<file path="config.mk">
export PLATFORM = sky130hd
export DESIGN_NAME = phy_id_and_an_advert_regs
export DESIGN_NICKNAME = d
export VERILOG_FILES = /design/src/phy_regs_pkg.sv /design/src/phy_id_and_an_advert_regs.sv
export SDC_FILE = /design/constraint.sdc
export NUM_CORES = 1
export LEC_CHECK = 0
export ABC_AREA = 1
export BUFFER_PORTS_ARGS = -buffer_cell sky130_fd_sc_hd__buf_2
export CAP_MARGIN = 20
export CORE_MARGIN = 4
export CORE_UTILIZATION = 46
export CTS_CLUSTER_SIZE = 8
export DETAILED_ROUTE_END_ITERATION = 6
export PLACE_DENSITY_LB_ADDON = 0.1
export SKIP_CTS_REPAIR_TIMING = 1
export SYNTH_ARGS = -nofsm -noshare
export SYNTH_HDL_FRONTEND = slang
export SYNTH_SLANG_ARGS = --single-unit
</file>
<file path="constraint.sdc">
create_clock -name pclk -period 1.4 [get_ports pclk]
set_input_delay 0.35 -clock pclk [delete_from_list [all_inputs] [get_ports pclk]]
set_output_delay 0.35 -clock pclk [all_outputs]
set_load 0.02 [all_outputs]
</file>
<file path="src/phy_regs_pkg.sv">
/*
  Shared constants for the identifier and advertisement register bank:
  register indices, field positions, reset values and write masks.
  Assumes an APB slave with 32-bit data, one register per aligned word,
  byte address equal to four times the register index.
*/
package phy_regs_pkg;

  // Bus geometry
  localparam int          APB_ADDR_W      = 8;
  localparam int          IDX_W           = APB_ADDR_W - 2;

  // Register indices (byte address = 4 * index)
  localparam logic [5:0]  IDX_BASIC_STATUS = 6'h01;
  localparam logic [5:0]  IDX_ID_HIGH      = 6'h02;
  localparam logic [5:0]  IDX_ID_LOW       = 6'h03;
  localparam logic [5:0]  IDX_ADVERT       = 6'h04;
  localparam logic [5:0]  IDX_PHY_CONTROL  = 6'h10;

  // Advertisement field positions
  localparam int          ADV_NEXT_PAGE   = 15;
  localparam int          ADV_RSVD_IEEE   = 14;
  localparam int          ADV_REMOTE_FLT  = 13;
  localparam int          ADV_RSVD_FUTURE = 12;
  localparam int          ADV_ASYM_PAUSE  = 11;
  localparam int          ADV_SYM_PAUSE   = 10;
  localparam int          ADV_T4          = 9;
  localparam int          ADV_ABIL_HI     = 8;
  localparam int          ADV_ABIL_LO     = 5;
  localparam int          ADV_SEL_HI      = 4;

  // Advertisement reset value and writable bits
  localparam logic [15:0] ADV_RESET       = 16'h0001;
  localparam logic [15:0] ADV_WRITE_MASK  = 16'hADFF;

  // Status and control field positions
  localparam int          STAT_NEG_DONE   = 5;
  localparam int          CTRL_PAUSE_LO   = 12;

  // Strap pins pass two flops before they are loaded
  localparam int          STRAP_SYNC_CYC  = 2;

  typedef enum logic [3:0] {
    S_FILL1 = 4'b0001,
    S_FILL2 = 4'b0010,
    S_LOAD  = 4'b0100,
    S_RUN   = 4'b1000
  } strap_state_t;

endpackage : phy_regs_pkg

</file>
<file path="src/phy_id_and_an_advert_regs.sv">
/*
  Identifier and negotiation advertisement register bank behind an APB
  slave port. Also serves the negotiation-complete status bit, the
  upper identifier word and the pause resolution result.
  Assumes the negotiation engine runs on pclk; strap pins are
  asynchronous and settle before reset is released.
*/
`timescale 1ns/1ps

// What this block does
// - Identifier low bits 15:10 carry vendor code
// - Fixed model number in identifier bits 9:4
// - Fixed revision number in identifier bits 3:0
// - Advertisement register drives negotiation ability word
// - Next page request bit, read-write, reset 0
// - Bit 14 ignores writes, reads zero
// - Remote fault advertise bit, read-write, reset 0
// - Bit 12 reserved, reads zero, reset zero
// - Asymmetric pause advertise bit, read-write, reset 0
// - Symmetric pause advertise bit, read-write, reset 0
// - Pause resolution shown in control bits 13:12
// - Bit 9 reads zero, T4 never advertised
// - Ability bits 8:5 writable, reset to zero, then loaded from straps
// - Selector field writable, resets to 00001
// - Identifier high word carries vendor code bits
// - Status bit 5 shows negotiation complete
module phy_id_and_an_advert_regs #(
  parameter logic [21:0] VENDOR_CODE = 22'h2A5A5, // Arbitrary value
  parameter logic [5:0]  MODEL_NUM   = 6'h2B,     // Arbitrary value
  parameter logic [3:0]  REVISION    = 4'h5       // Arbitrary value
) (
  // Clock and reset
  input  wire logic                               pclk,
  input  wire logic                               presetn,
  // APB slave
  input  wire logic                               psel,
  input  wire logic                               penable,
  input  wire logic                               pwrite,
  input  wire logic [phy_regs_pkg::APB_ADDR_W-1:0] paddr,
  input  wire logic [31:0]                        pwdata,
  output logic      [31:0]                        prdata,
  output logic                                    pready,
  output logic                                    pslverr,
  // Strap pins for ability bits 8:5
  input  wire logic [3:0]                         strap_ability,
  // Negotiation engine
  input  wire logic                               neg_complete,
  input  wire logic                               partner_sym_pause,
  input  wire logic                               partner_asym_pause,
  output logic      [15:0]                        advert_word
);
  import phy_regs_pkg::*;

  strap_state_t      state_q;
  strap_state_t      state_d;
  logic [3:0]        strap_meta_q;
  logic [3:0]        strap_sync_q;
  logic [15:0]       advert_q;
  logic [15:0]       advert_d;
  logic [1:0]        pause_res_q;
  logic [1:0]        pause_res_d;
  logic [31:0]       prdata_q;
  logic [31:0]       prdata_d;
  logic              pready_q;
  logic              pready_d;
  logic              pslverr_q;
  logic              pslverr_d;
  wire logic [15:0]  id_high_w;
  wire logic [15:0]  id_low_w;
  logic [IDX_W-1:0]  idx;
  logic              aligned;
  logic              hit;
  logic              hit_adv;
  logic [15:0]       rd_word;
  logic              xfer_done;

  assign idx       = paddr[APB_ADDR_W-1:2];
  assign aligned   = (paddr[1:0] == 2'h0);
  assign xfer_done = psel & penable & pready_q;

  // Vendor code bits 3..24 live in VENDOR_CODE[0..21], first bit at the top
  for (genvar i = 0; i < 16; i++) begin : g_id_high
    assign id_high_w[15-i] = VENDOR_CODE[i];
  end
  for (genvar j = 0; j < 6; j++) begin : g_id_low
    assign id_low_w[15-j] = VENDOR_CODE[16+j];
  end
  assign id_low_w[9:4] = MODEL_NUM;
  assign id_low_w[3:0] = REVISION;

  // Strap synchroniser: first stage feeds only the second
  always_ff @(posedge pclk or negedge presetn) begin
    if (!presetn) begin
      strap_meta_q <= 4'h0;
      strap_sync_q <= 4'h0;
    end else begin
      strap_meta_q <= strap_ability;
      strap_sync_q <= strap_meta_q;
    end
  end

  // Bus stays stalled until the straps have been loaded
  always_comb begin
    state_d = state_q;
    case (state_q)
      S_FILL1: state_d = S_FILL2;
      S_FILL2: state_d = S_LOAD;
      S_LOAD:  state_d = S_RUN;
      S_RUN:   state_d = S_RUN;
      default: state_d = S_FILL1;
    endcase
  end

  always_ff @(posedge pclk or negedge presetn) begin
    if (!presetn) begin
      state_q <= S_FILL1;
    end else begin
      state_q <= state_d;
    end
  end

  // Address decode and read mux
  always_comb begin
    hit     = 1'b0;
    hit_adv = 1'b0;
    rd_word = 16'h0000;
    if (!aligned) begin
      hit = 1'b0;
    end else if (idx == IDX_BASIC_STATUS) begin
      hit = 1'b1;
      rd_word[STAT_NEG_DONE] = neg_complete;
    end else if (idx == IDX_ID_HIGH) begin
      hit     = 1'b1;
      rd_word = id_high_w;
    end else if (idx == IDX_ID_LOW) begin
      hit     = 1'b1;
      rd_word = id_low_w;
    end else if (idx == IDX_ADVERT) begin
      hit     = 1'b1;
      hit_adv = 1'b1;
      rd_word = advert_q;
    end else if (idx == IDX_PHY_CONTROL) begin
      hit = 1'b1;
      rd_word[CTRL_PAUSE_LO+1:CTRL_PAUSE_LO] = pause_res_q;
    end
  end

  // Answer one cycle into the access phase, with data and error together
  always_comb begin
    pready_d  = 1'b0;
    pslverr_d = 1'b0;
    prdata_d  = prdata_q;
    if (psel && penable && !pready_q && state_q == S_RUN) begin
      pready_d  = 1'b1;
      pslverr_d = ~hit;
      prdata_d  = 32'h0000_0000;
      if (!pwrite) begin
        prdata_d = {16'h0000, rd_word};
      end
    end
  end

  always_ff @(posedge pclk or negedge presetn) begin
    if (!presetn) begin
      pready_q  <= 1'b0;
      pslverr_q <= 1'b0;
      prdata_q  <= 32'h0000_0000;
    end else begin
      pready_q  <= pready_d;
      pslverr_q <= pslverr_d;
      prdata_q  <= prdata_d;
    end
  end

  // Advertisement register; reserved and T4 bits are never stored
  always_comb begin
    advert_d = advert_q;
    if (state_q == S_LOAD) begin
      advert_d[ADV_ABIL_HI:ADV_ABIL_LO] = strap_sync_q;
    end else if (xfer_done && pwrite && hit_adv) begin
      advert_d = pwdata[15:0] & ADV_WRITE_MASK;
    end
  end

  always_ff @(posedge pclk or negedge presetn) begin
    if (!presetn) begin
      advert_q <= ADV_RESET;
    end else begin
      advert_q <= advert_d;
    end
  end

  // Pause resolution; held at zero until negotiation has finished
  always_comb begin
    pause_res_d = 2'b00;
    if (neg_complete) begin
      pause_res_d[1] = (advert_q[ADV_SYM_PAUSE] & partner_sym_pause) |
                       (~advert_q[ADV_SYM_PAUSE] & advert_q[ADV_ASYM_PAUSE] &
                        partner_sym_pause & partner_asym_pause);
      pause_res_d[0] = (advert_q[ADV_SYM_PAUSE] & partner_sym_pause) |
                       (advert_q[ADV_SYM_PAUSE] & advert_q[ADV_ASYM_PAUSE] &
                        ~partner_sym_pause & partner_asym_pause);
    end
  end

  always_ff @(posedge pclk or negedge presetn) begin
    if (!presetn) begin
      pause_res_q <= 2'b00;
    end else begin
      pause_res_q <= pause_res_d;
    end
  end

  assign prdata      = prdata_q;
  assign pready      = pready_q;
  assign pslverr     = pslverr_q;
  assign advert_word = advert_q;

  chk_id_low_vendor: assert property (@(posedge pclk) disable iff (!presetn)
    (pready_q && $past(!pwrite && aligned && idx == IDX_ID_LOW))
    |-> prdata_q[15:10] == {VENDOR_CODE[16], VENDOR_CODE[17], VENDOR_CODE[18],
                            VENDOR_CODE[19], VENDOR_CODE[20], VENDOR_CODE[21]})
    else $error("identifier low vendor bits wrong");

  chk_id_low_rev: assert property (@(posedge pclk) disable iff (!presetn)
    (pready_q && $past(!pwrite && aligned && idx == IDX_ID_LOW))
    |-> prdata_q[9:0] == {MODEL_NUM, REVISION})
    else $error("model or revision field wrong");

  chk_advert_readback: assert property (@(posedge pclk) disable iff (!presetn)
    (pready_q && $past(!pwrite && hit_adv)) |-> prdata_q[15:0] == advert_word)
    else $error("advertisement readback differs from ability word");

  chk_next_page_wr: assert property (@(posedge pclk) disable iff (!presetn)
    (xfer_done && pwrite && hit_adv)
    |=> advert_word[ADV_NEXT_PAGE] == $past(pwdata[ADV_NEXT_PAGE])
        && advert_word[ADV_REMOTE_FLT] == $past(pwdata[ADV_REMOTE_FLT]))
    else $error("next page or remote fault not written");

  chk_rsvd_zero: assert property (@(posedge pclk) disable iff (!presetn)
    xfer_done ##1 1'b1 |-> advert_word[ADV_RSVD_IEEE] == 1'b0)
    else $error("reserved bit 14 not zero");

  chk_future_zero: assert property (@(posedge pclk) disable iff (!presetn)
    (xfer_done && pwrite && hit_adv && pwdata[ADV_RSVD_FUTURE])
    |=> !advert_word[ADV_RSVD_FUTURE])
    else $error("reserved bit 12 stored a write");

  chk_t4_zero: assert property (@(posedge pclk) disable iff (!presetn)
    (xfer_done && pwrite && hit_adv) |=> !advert_word[ADV_T4])
    else $error("T4 ability advertised");

  chk_strap_load: assert property (@(posedge pclk) disable iff (!presetn)
    (state_q == S_LOAD) |=> advert_word[ADV_ABIL_HI:ADV_ABIL_LO] == $past(strap_sync_q)
                            && advert_word[ADV_SEL_HI:0] == 5'h01)
    else $error("strap ability bits not loaded");

  chk_pause_both: assert property (@(posedge pclk) disable iff (!presetn)
    (neg_complete && advert_q[ADV_SYM_PAUSE] && partner_sym_pause)
    |=> pause_res_q == 2'b11)
    else $error("symmetric pause not resolved");

  chk_status_done: assert property (@(posedge pclk) disable iff (!presetn)
    (pready_q && $past(!pwrite && aligned && idx == IDX_BASIC_STATUS))
    |-> prdata_q[STAT_NEG_DONE] == $past(neg_complete))
    else $error("negotiation complete bit wrong");

  chk_pause_tx_only: assert property (@(posedge pclk) disable iff (!presetn)
    (neg_complete && !advert_q[ADV_SYM_PAUSE] && advert_q[ADV_ASYM_PAUSE] &&
     partner_sym_pause && partner_asym_pause) |=> pause_res_q == 2'b10)
    else $error("asymmetric pause transmit not resolved");

  chk_pause_rx_only: assert property (@(posedge pclk) disable iff (!presetn)
    (neg_complete && advert_q[ADV_SYM_PAUSE] && advert_q[ADV_ASYM_PAUSE] &&
     !partner_sym_pause && partner_asym_pause) |=> pause_res_q == 2'b01)
    else $error("asymmetric pause receive not resolved");

  chk_pause_idle: assert property (@(posedge pclk) disable iff (!presetn)
    !neg_complete |=> pause_res_q == 2'b00)
    else $error("pause result shown before negotiation done");

  chk_selector_wr: assert property (@(posedge pclk) disable iff (!presetn)
    (xfer_done && pwrite && hit_adv)
    |=> advert_word[ADV_SEL_HI:0] == $past(pwdata[ADV_SEL_HI:0]))
    else $error("selector field not written");

endmodule : phy_id_and_an_advert_regs

</file>
Yosys cells after proc, flatten, opt, wreduce, memory -nomap -nowiden
Cells that the tools add are included.
W data, S select, Z words.
- equal/unequal tests: 9
- mux-type cells: 28
- bitwise logic cells: 15
- reductions and logical operators: 10
- operator list (kind ; number):
    $mux W16 ; 4
    $mux W1 ; 14
    $eq A6 B2 Y1 const B ; 2
    $mux W12 ; 1
    $pmux W4 S3 ; 1
    $mux W10 ; 1
    $and A1 B1 Y1 ; 9
    $mux W9 ; 1
    $mux W2 ; 4
    $eq A6 B1 Y1 const B ; 1
    $eq A6 B3 Y1 const B ; 1
    $eq A6 B5 Y1 const B ; 1
    $logic_and A1 B1 Y1 ; 5
    $mux W5 ; 1
    $eq A4 B1 Y1 const B ; 1
    $eq A4 B2 Y1 const B ; 1
    $eq A4 B3 Y1 const B ; 1
    $eq A4 B4 Y1 const B ; 1
    $mux W4 ; 1
    $not A1 Y1 ; 4
    $logic_not A2 Y1 ; 1
    $or A1 B1 Y1 ; 2
    $reduce_and A2 Y1 ; 1
    $reduce_bool A2 Y1 ; 1
    other kinds (2) ; 2
- flip-flop bits (word level): 61
- output and inout port bits: 50
- word-level logic and storage cells: 71

Depth between registers and ports, before layout
Gate-level depths: netlist of run 1.
- depth in word-level cells: 9
- mapped depth: 9

Worst setup path after synthesis of run 1
Ideal clock, no wire load.
- path kind: register to register
- start: reg state_q[0]
- end: reg advert_q[5], in the netlist advert_word[5]
- arrival time: 1175 ps
- slack: 100 ps
- cell stages (with the launch flop): 9
- path buffers: 1
- clock period less this slack: 1300 ps
- path through: dfstp_2 -> inv_1 -> nand2_1 -> inv_1 -> nand3_1 -> buf_2 -> inv_1 -> nand2_1 -> nand3_1
- cells in the longest elaborated chain, start to end: 2
- RTL lines (what ; line ; RTL):
    from (decl) ; phy_id_and_an_advert_regs.sv:54 ; strap_state_t state_q;
    from (signal assigned) ; phy_id_and_an_advert_regs.sv:118 ; state_q <= state_d;
    $eq A4 B3 Y1 (*) ; phy_id_and_an_advert_regs.sv:178 ; if (state_q == S_LOAD) begin
    $mux W4 or $reduce_bool A2 Y1 (tied branches) ; n/a ;
    to (signal assigned) ; phy_id_and_an_advert_regs.sv:189 ; advert_q <= advert_d;
    to (decl) ; phy_id_and_an_advert_regs.sv:58 ; logic [15:0] advert_q;
Mark *: on every way between the ends. The rest lies on a longest branch, timed or not.
A chain may end at the register's enable or synchronous reset.

Worst setup path in the final report of run 1
- start: reg advert_q[0], in the netlist advert_word[0]
- end: out advert_word[0]
- RTL lines (what ; line ; RTL):
    to (decl) ; phy_id_and_an_advert_regs.sv:50 ; output logic [15:0] advert_word
No word-level cell between the ends.

==> metrics.yaml, run 1 <==
fill_cells: 426
syn-instance-count: 254
slew_viol_final: 0
place_area_um2: 2530
core_um2: 4470
period_needed_ns: 1.34
final-setup-viol-count: 0
cp-startpoint: "advert_word[0]"
min_path_type: "in -> async"
p_total_mw: 2.52
required_ns: 1.05
gp_congestion: 0.779
yosys_warnings: 0
grt_pass1_vias: 1603
cts_made_buffers: 5
portBuffers: 63
worstPathArrival_ns: 0.99
grt_pass1_wl_um: 7470
p_leak_nw: 1.57
avgRoutedWirePerCell_um: 12.1
final_area_um2: 2730
drt_iter0_drc: 78
via_per_inst: 4.66
register_area_um2: 1100
hold_ws_ns: 0.0194
routed_wl_um: 4600
drc: 0
r2r_start: "state_q[0]"
clock_sinks: 44
cp_cell_sequence: "buf_4"
diodes: 0
ys_ff_latch: 44
clk_latency_ns: 0.29
area_growth_pct: 24.8
r2r.worst_path.cells: 8
worstSetupStartpointType: "flip-flop"
critical_path.max_stage_delay_ns: 0.56
die_area_um2: 5930
clk_path_buf_depth: 2
syn_avg_cell_area_um2: 8.62
cp_num_cells: 1
die_w_um: 77.0
multiInputGateArea_um2: 897
hpwl_um: 3460
path_delay_family: "flip-flops"
yosysUniqueCellTypes: 21
htreeDepth: 2
critical_path_class: "reg -> out"
final_cells: 381
cpMaxStageDelayCell: "dfstp_2"
track_usage: 0.159
final_nets: 380
power_density_nw_per_um2: 922
num_vias: 1775
cts_tree: "yes"
ys_seq_area_frac: 0.504
hold_violations: 0
fin_crit_sh: 0.954
postRouteAntennaNets: 0
cap_violations: 0
first_pass_iters: 4
rows: 24
crit_fanout: 3
grt_start_max_net_pins: 45
layout-drive-gt1-share: 0.343
initial_core_util: 0.489
gr-total-overflow: 0
clock-root-buffer: "clkbuf_8"
die_h_um: 77.0
status: "finished, final reports clean"
antenna_found_initial: 0
cp_num_buf_inv: 1
r2r_slack_ns: 0.10
ios: 102
skew_ns: 0.00566
clk_pin_slew_worst_paths_ns: 0.08
crit_path_end_kind: "primary output"
placed_cells: 369
synth_area_um2: 2190
max_freq_mhz: 749
ir_worst_vdd_mv: 0.683
-- worst paths after layout --
kind,to
worst max-delay path,advert_word[0]
worst min-delay path,prdata[3]
worst max register to register,advert_word[4]
worst min register to register,strap_sync_q[3]
max in group asynchronous,advert_word[0]
min in group pclk,strap_meta_q[2]
-- flip-flops by register name (all words and copies together) (netlist names) --
signal	count
prdata	15
advert_word	13
state_q	4
strap_meta_q	4
strap_sync_q	4
pause_res_q	2
pready	1
pslverr	1
-- Yosys cell counts --
cell / number / area [µm²]
nor2_2: 2 / 12.5
o21ai_2: 9 / 78.8
nor3_1: 3 / 15.0
nand4_1: 10 / 62.6
nand2_2: 3 / 18.8
nand3_4: 2 / 35.0
inv_1: 30 / 113
a21oi_1: 3 / 15.0
o21ai_0: 2 / 10.0
inv_2: 4 / 15.0
dfrtp_1: 42 / 1050
dfstp_2: 2 / 52.6
nor2_4: 4 / 45.0
buf_4: 21 / 158
nand2_1: 79 / 297
nor2_8: 2 / 40.0
buf_6: 1 / 11.3
nand3_1: 20 / 100
buf_2: 2 / 10.0
nor2_1: 12 / 45.0
conb_1: 1 / 3.75
-- kinds of logic (layout without fill, tap and decap cells) --
logic type,count (synthesis),in the layout,share of synthesized area
AOI/OAI and AO/OA,14,14,0.0475
buffers and inverters,58,114,0.140
and+or+nand+nor,137,138,0.306
other,1,19,0.00171
DFF,44,44,0.504
-- layer usage --
layer  part of all wire  up-vias  global-route usage  wire (µm)
met5                  0        -                   0          0
met4              0.010        0              0.0587         48
met3              0.079        4              0.0515        365
met2               0.48       69               0.258       2200
met1               0.43      798               0.198       1990
li1                   -      904                   -          -
-- report_power, final --
group	total, mW	switching (mW)	internal, mW
clock network	0.956	0.428	0.528
registers	1.30	0.0111	1.29
logic	0.258	0.176	0.0818
total	2.52	0.615	1.90
-- cells in the final DEF (no fill, tap or decap) --
| cell type | count |
|---|---|
| nand2_1 | 77 |
| buf_12 | 3 |
| inv_1 | 30 |
| clkinv_2 | 1 |
| clkinvlp_4 | 1 |
| o21ai_2 | 9 |
| nand3_1 | 18 |
| dfstp_2 | 2 |
| clkbuf_8 | 5 |
| buf_2 | 62 |
| a21oi_1 | 3 |
| nand3_4 | 4 |
| nand4_1 | 10 |
| buf_4 | 7 |
| nand2_2 | 5 |
| nor3_1 | 3 |
| bufinv_16 | 1 |
| o21ai_0 | 2 |
| conb_1 | 19 |
| nor2_1 | 12 |
| nor2_4 | 7 |
| dfrtp_1 | 42 |
| inv_2 | 3 |
| nor2_8 | 2 |
| inv_4 | 1 |
-- metrics by stage --
stage,TNS [ns],utilization,worst slack (ns)
after floorplan,0,-,0.100
after global placement,-0.724,0.565,-0.0888
after CTS,-1.17,0.590,-0.131
after global routing,-0.0199,0.610,-0.00834
after detailed placement,-0.898,0.565,-0.110
final,0,0.610,0.0645
-- cell type report --
cell class / instances / share of cell area
Clock inverter: 3 / 0.0156
Sequential cell: 44 / 0.404
Multi-Input combinational cell: 171 / 0.329
Tap cell: 52 / 0.0238
Clock buffer: 5 / 0.0252
Inverter: 34 / 0.0477
Timing Repair Buffer: 72 / 0.155
Power figures use the tool's default switching activity.
==> run 2, diff against run 1 <==
--- a/config.mk
+++ b/config.mk
@@ -8,10 +8,12 @@
 export ABC_AREA = 1
 export BUFFER_PORTS_ARGS = -buffer_cell sky130_fd_sc_hd__buf_2
 export CAP_MARGIN = 20
+export CORE_ASPECT_RATIO = 0.9
 export CORE_MARGIN = 4
 export CORE_UTILIZATION = 46
 export CTS_CLUSTER_SIZE = 8
 export DETAILED_ROUTE_END_ITERATION = 6
+export MAX_ROUTING_LAYER = met4
 export PLACE_DENSITY_LB_ADDON = 0.1
 export SKIP_CTS_REPAIR_TIMING = 1
 export SYNTH_ARGS = -nofsm -noshare
==> run 2 against run 1 <==
Total power fell by 5.0%. Clock power decreased by 13%. Critical path depth did not move. Hold slack better by 0.00072 ns. Clock skew about the same. Fmax down 1.0%. Largest power group unchanged. Combinational power hardly changed. Via count fell by 1.7%.
==> metrics.yaml, run 2 (same netlist as run 1, synthesis figures left out) <==
status: "finished, final reports clean"
ir_worst_vdd_mv: 0.534
cts_made_buffers: 5
portBuffers: 63
critical_path.max_stage_delay_ns: 0.56
layout_commonest_cell: "nand2_1"
r2r_start: "state_q[0]"
die_w_um: 80.7
worstSetupStartpointType: "flip-flop"
skew_ns: 0.00519
worstPathArrival_ns: 1.00
area_growth_pct: 25.5
clock-root-buffer: "clkbuf_8"
avgRoutedWirePerCell_um: 11.9
rsz0062_at_grt: "no"
final-setup-viol-count: 0
clk_path_buf_depth: 2
placed_cells: 380
final_area_um2: 2750
grt_pass1_wl_um: 7380
cpMaxStageDelayCell: "dfstp_2"
cts_tree: "yes"
p_total_mw: 2.39
gp_congestion: 0.776
fin_crit_sh: 0.964
required_ns: 1.05
r2r_slack_ns: 0.10
cp_num_buf_inv: 1
fill_cells: 421
die_h_um: 73.4
path_delay_family: "flip-flops"
grt_pass1_vias: 1603
max_freq_mhz: 741
crit_path_end_kind: "primary output"
power_density_nw_per_um2: 871
place_area_um2: 2550
clock_sinks: 44
core_um2: 4520
num_vias: 1744
via_per_inst: 4.40
track_usage: 0.169
diodes: 0
final_cells: 396
gr-total-overflow: 0
critical_path_class: "reg -> out"
largest_reg_flops: 15
drt_iter0_drc: 136
timing.rr.end: "advert_word[6]"
routed_wl_um: 4730
clk_latency_ns: 0.29
htreeDepth: 2
postLayoutCoreUtil: 0.608
final_cell_mix: "nand2_1 (78), buf_2 (63), dfrtp_1 (42)"
layout-drive-gt1-share: 0.350
cp_cell_sequence: "buf_4"
slew_viol_final: 0
ios: 102
hold_violations: 0
postRouteAntennaNets: 0
initial_core_util: 0.484
die_area_um2: 5930
hpwl_um: 3510
crit_fanout: 3
period_needed_ns: 1.35
first_pass_iters: 4
cp-startpoint: "advert_word[0]"
final_nets: 385
grt_start_max_net_pins: 45
min_path_type: "in -> async"
clk_pin_slew_worst_paths_ns: 0.09
cap_violations: 0
rows: 23
drc: 0
r2r.worst_path.cells: 8
p_leak_nw: 1.58
antenna_found_initial: 0
==> run 2: routing by layer <==
| layer | vias up | wire [µm] | GRT usage |
|---|---|---|---|
| met5 | - | 0 | - |
| met4 | 0 | 72 | 0.0507 |
| met3 | 8 | 332 | 0.0502 |
| met2 | 53 | 2070 | 0.238 |
| met1 | 772 | 2250 | 0.234 |
| li1 | 911 | - | - |
==> run 2: worst max path at each step <==
stage / to / cells after the start
floorplan: advert_word[5] / 8
global placement: advert_word[2] / 7
detailed placement: advert_word[1] / 7
CTS: advert_word[1] / 7
global route: advert_word[8] / 8
finish: advert_word[0] / 1
==> run 2: layout make-up <==
class / count / area (µm²) / share of cell area
flip-flops and latches: 44 / 1100 / 0.402
multi-input cells: 171 / 888 / 0.323
repair buffers: 77 / 449 / 0.164
inverters: 34 / 130 / 0.0474
clock buffers: 6 / 82.6 / 0.0301
well taps: 62 / 77.6 / 0.0282
clock inverters: 2 / 15.0 / 0.00547
==> run 2: where the power goes <==
part	internal [mW]	total (mW)	leakage (nW)	switching [mW]
clock network	0.399	0.828	0.0434	0.429
registers	1.29	1.30	0.573	0.0116
logic	0.0835	0.260	0.968	0.177
total	1.78	2.39	1.58	0.617
==> run 2: per-stage QoR <==
| step | setup WS, ns | hold slack, ns | setup TNS [ns] |
|---|---|---|---|
| floorplan | 0.100 | 0.0544 | 0 |
| global placement | -0.0931 | 0.331 | -0.767 |
| detailed placement | -0.103 | 0.336 | -0.846 |
| CTS | -0.0240 | 0.0235 | -0.141 |
| global route | 0.00210 | 0.0247 | 0 |
| finish | 0.0510 | 0.0201 | 0 |
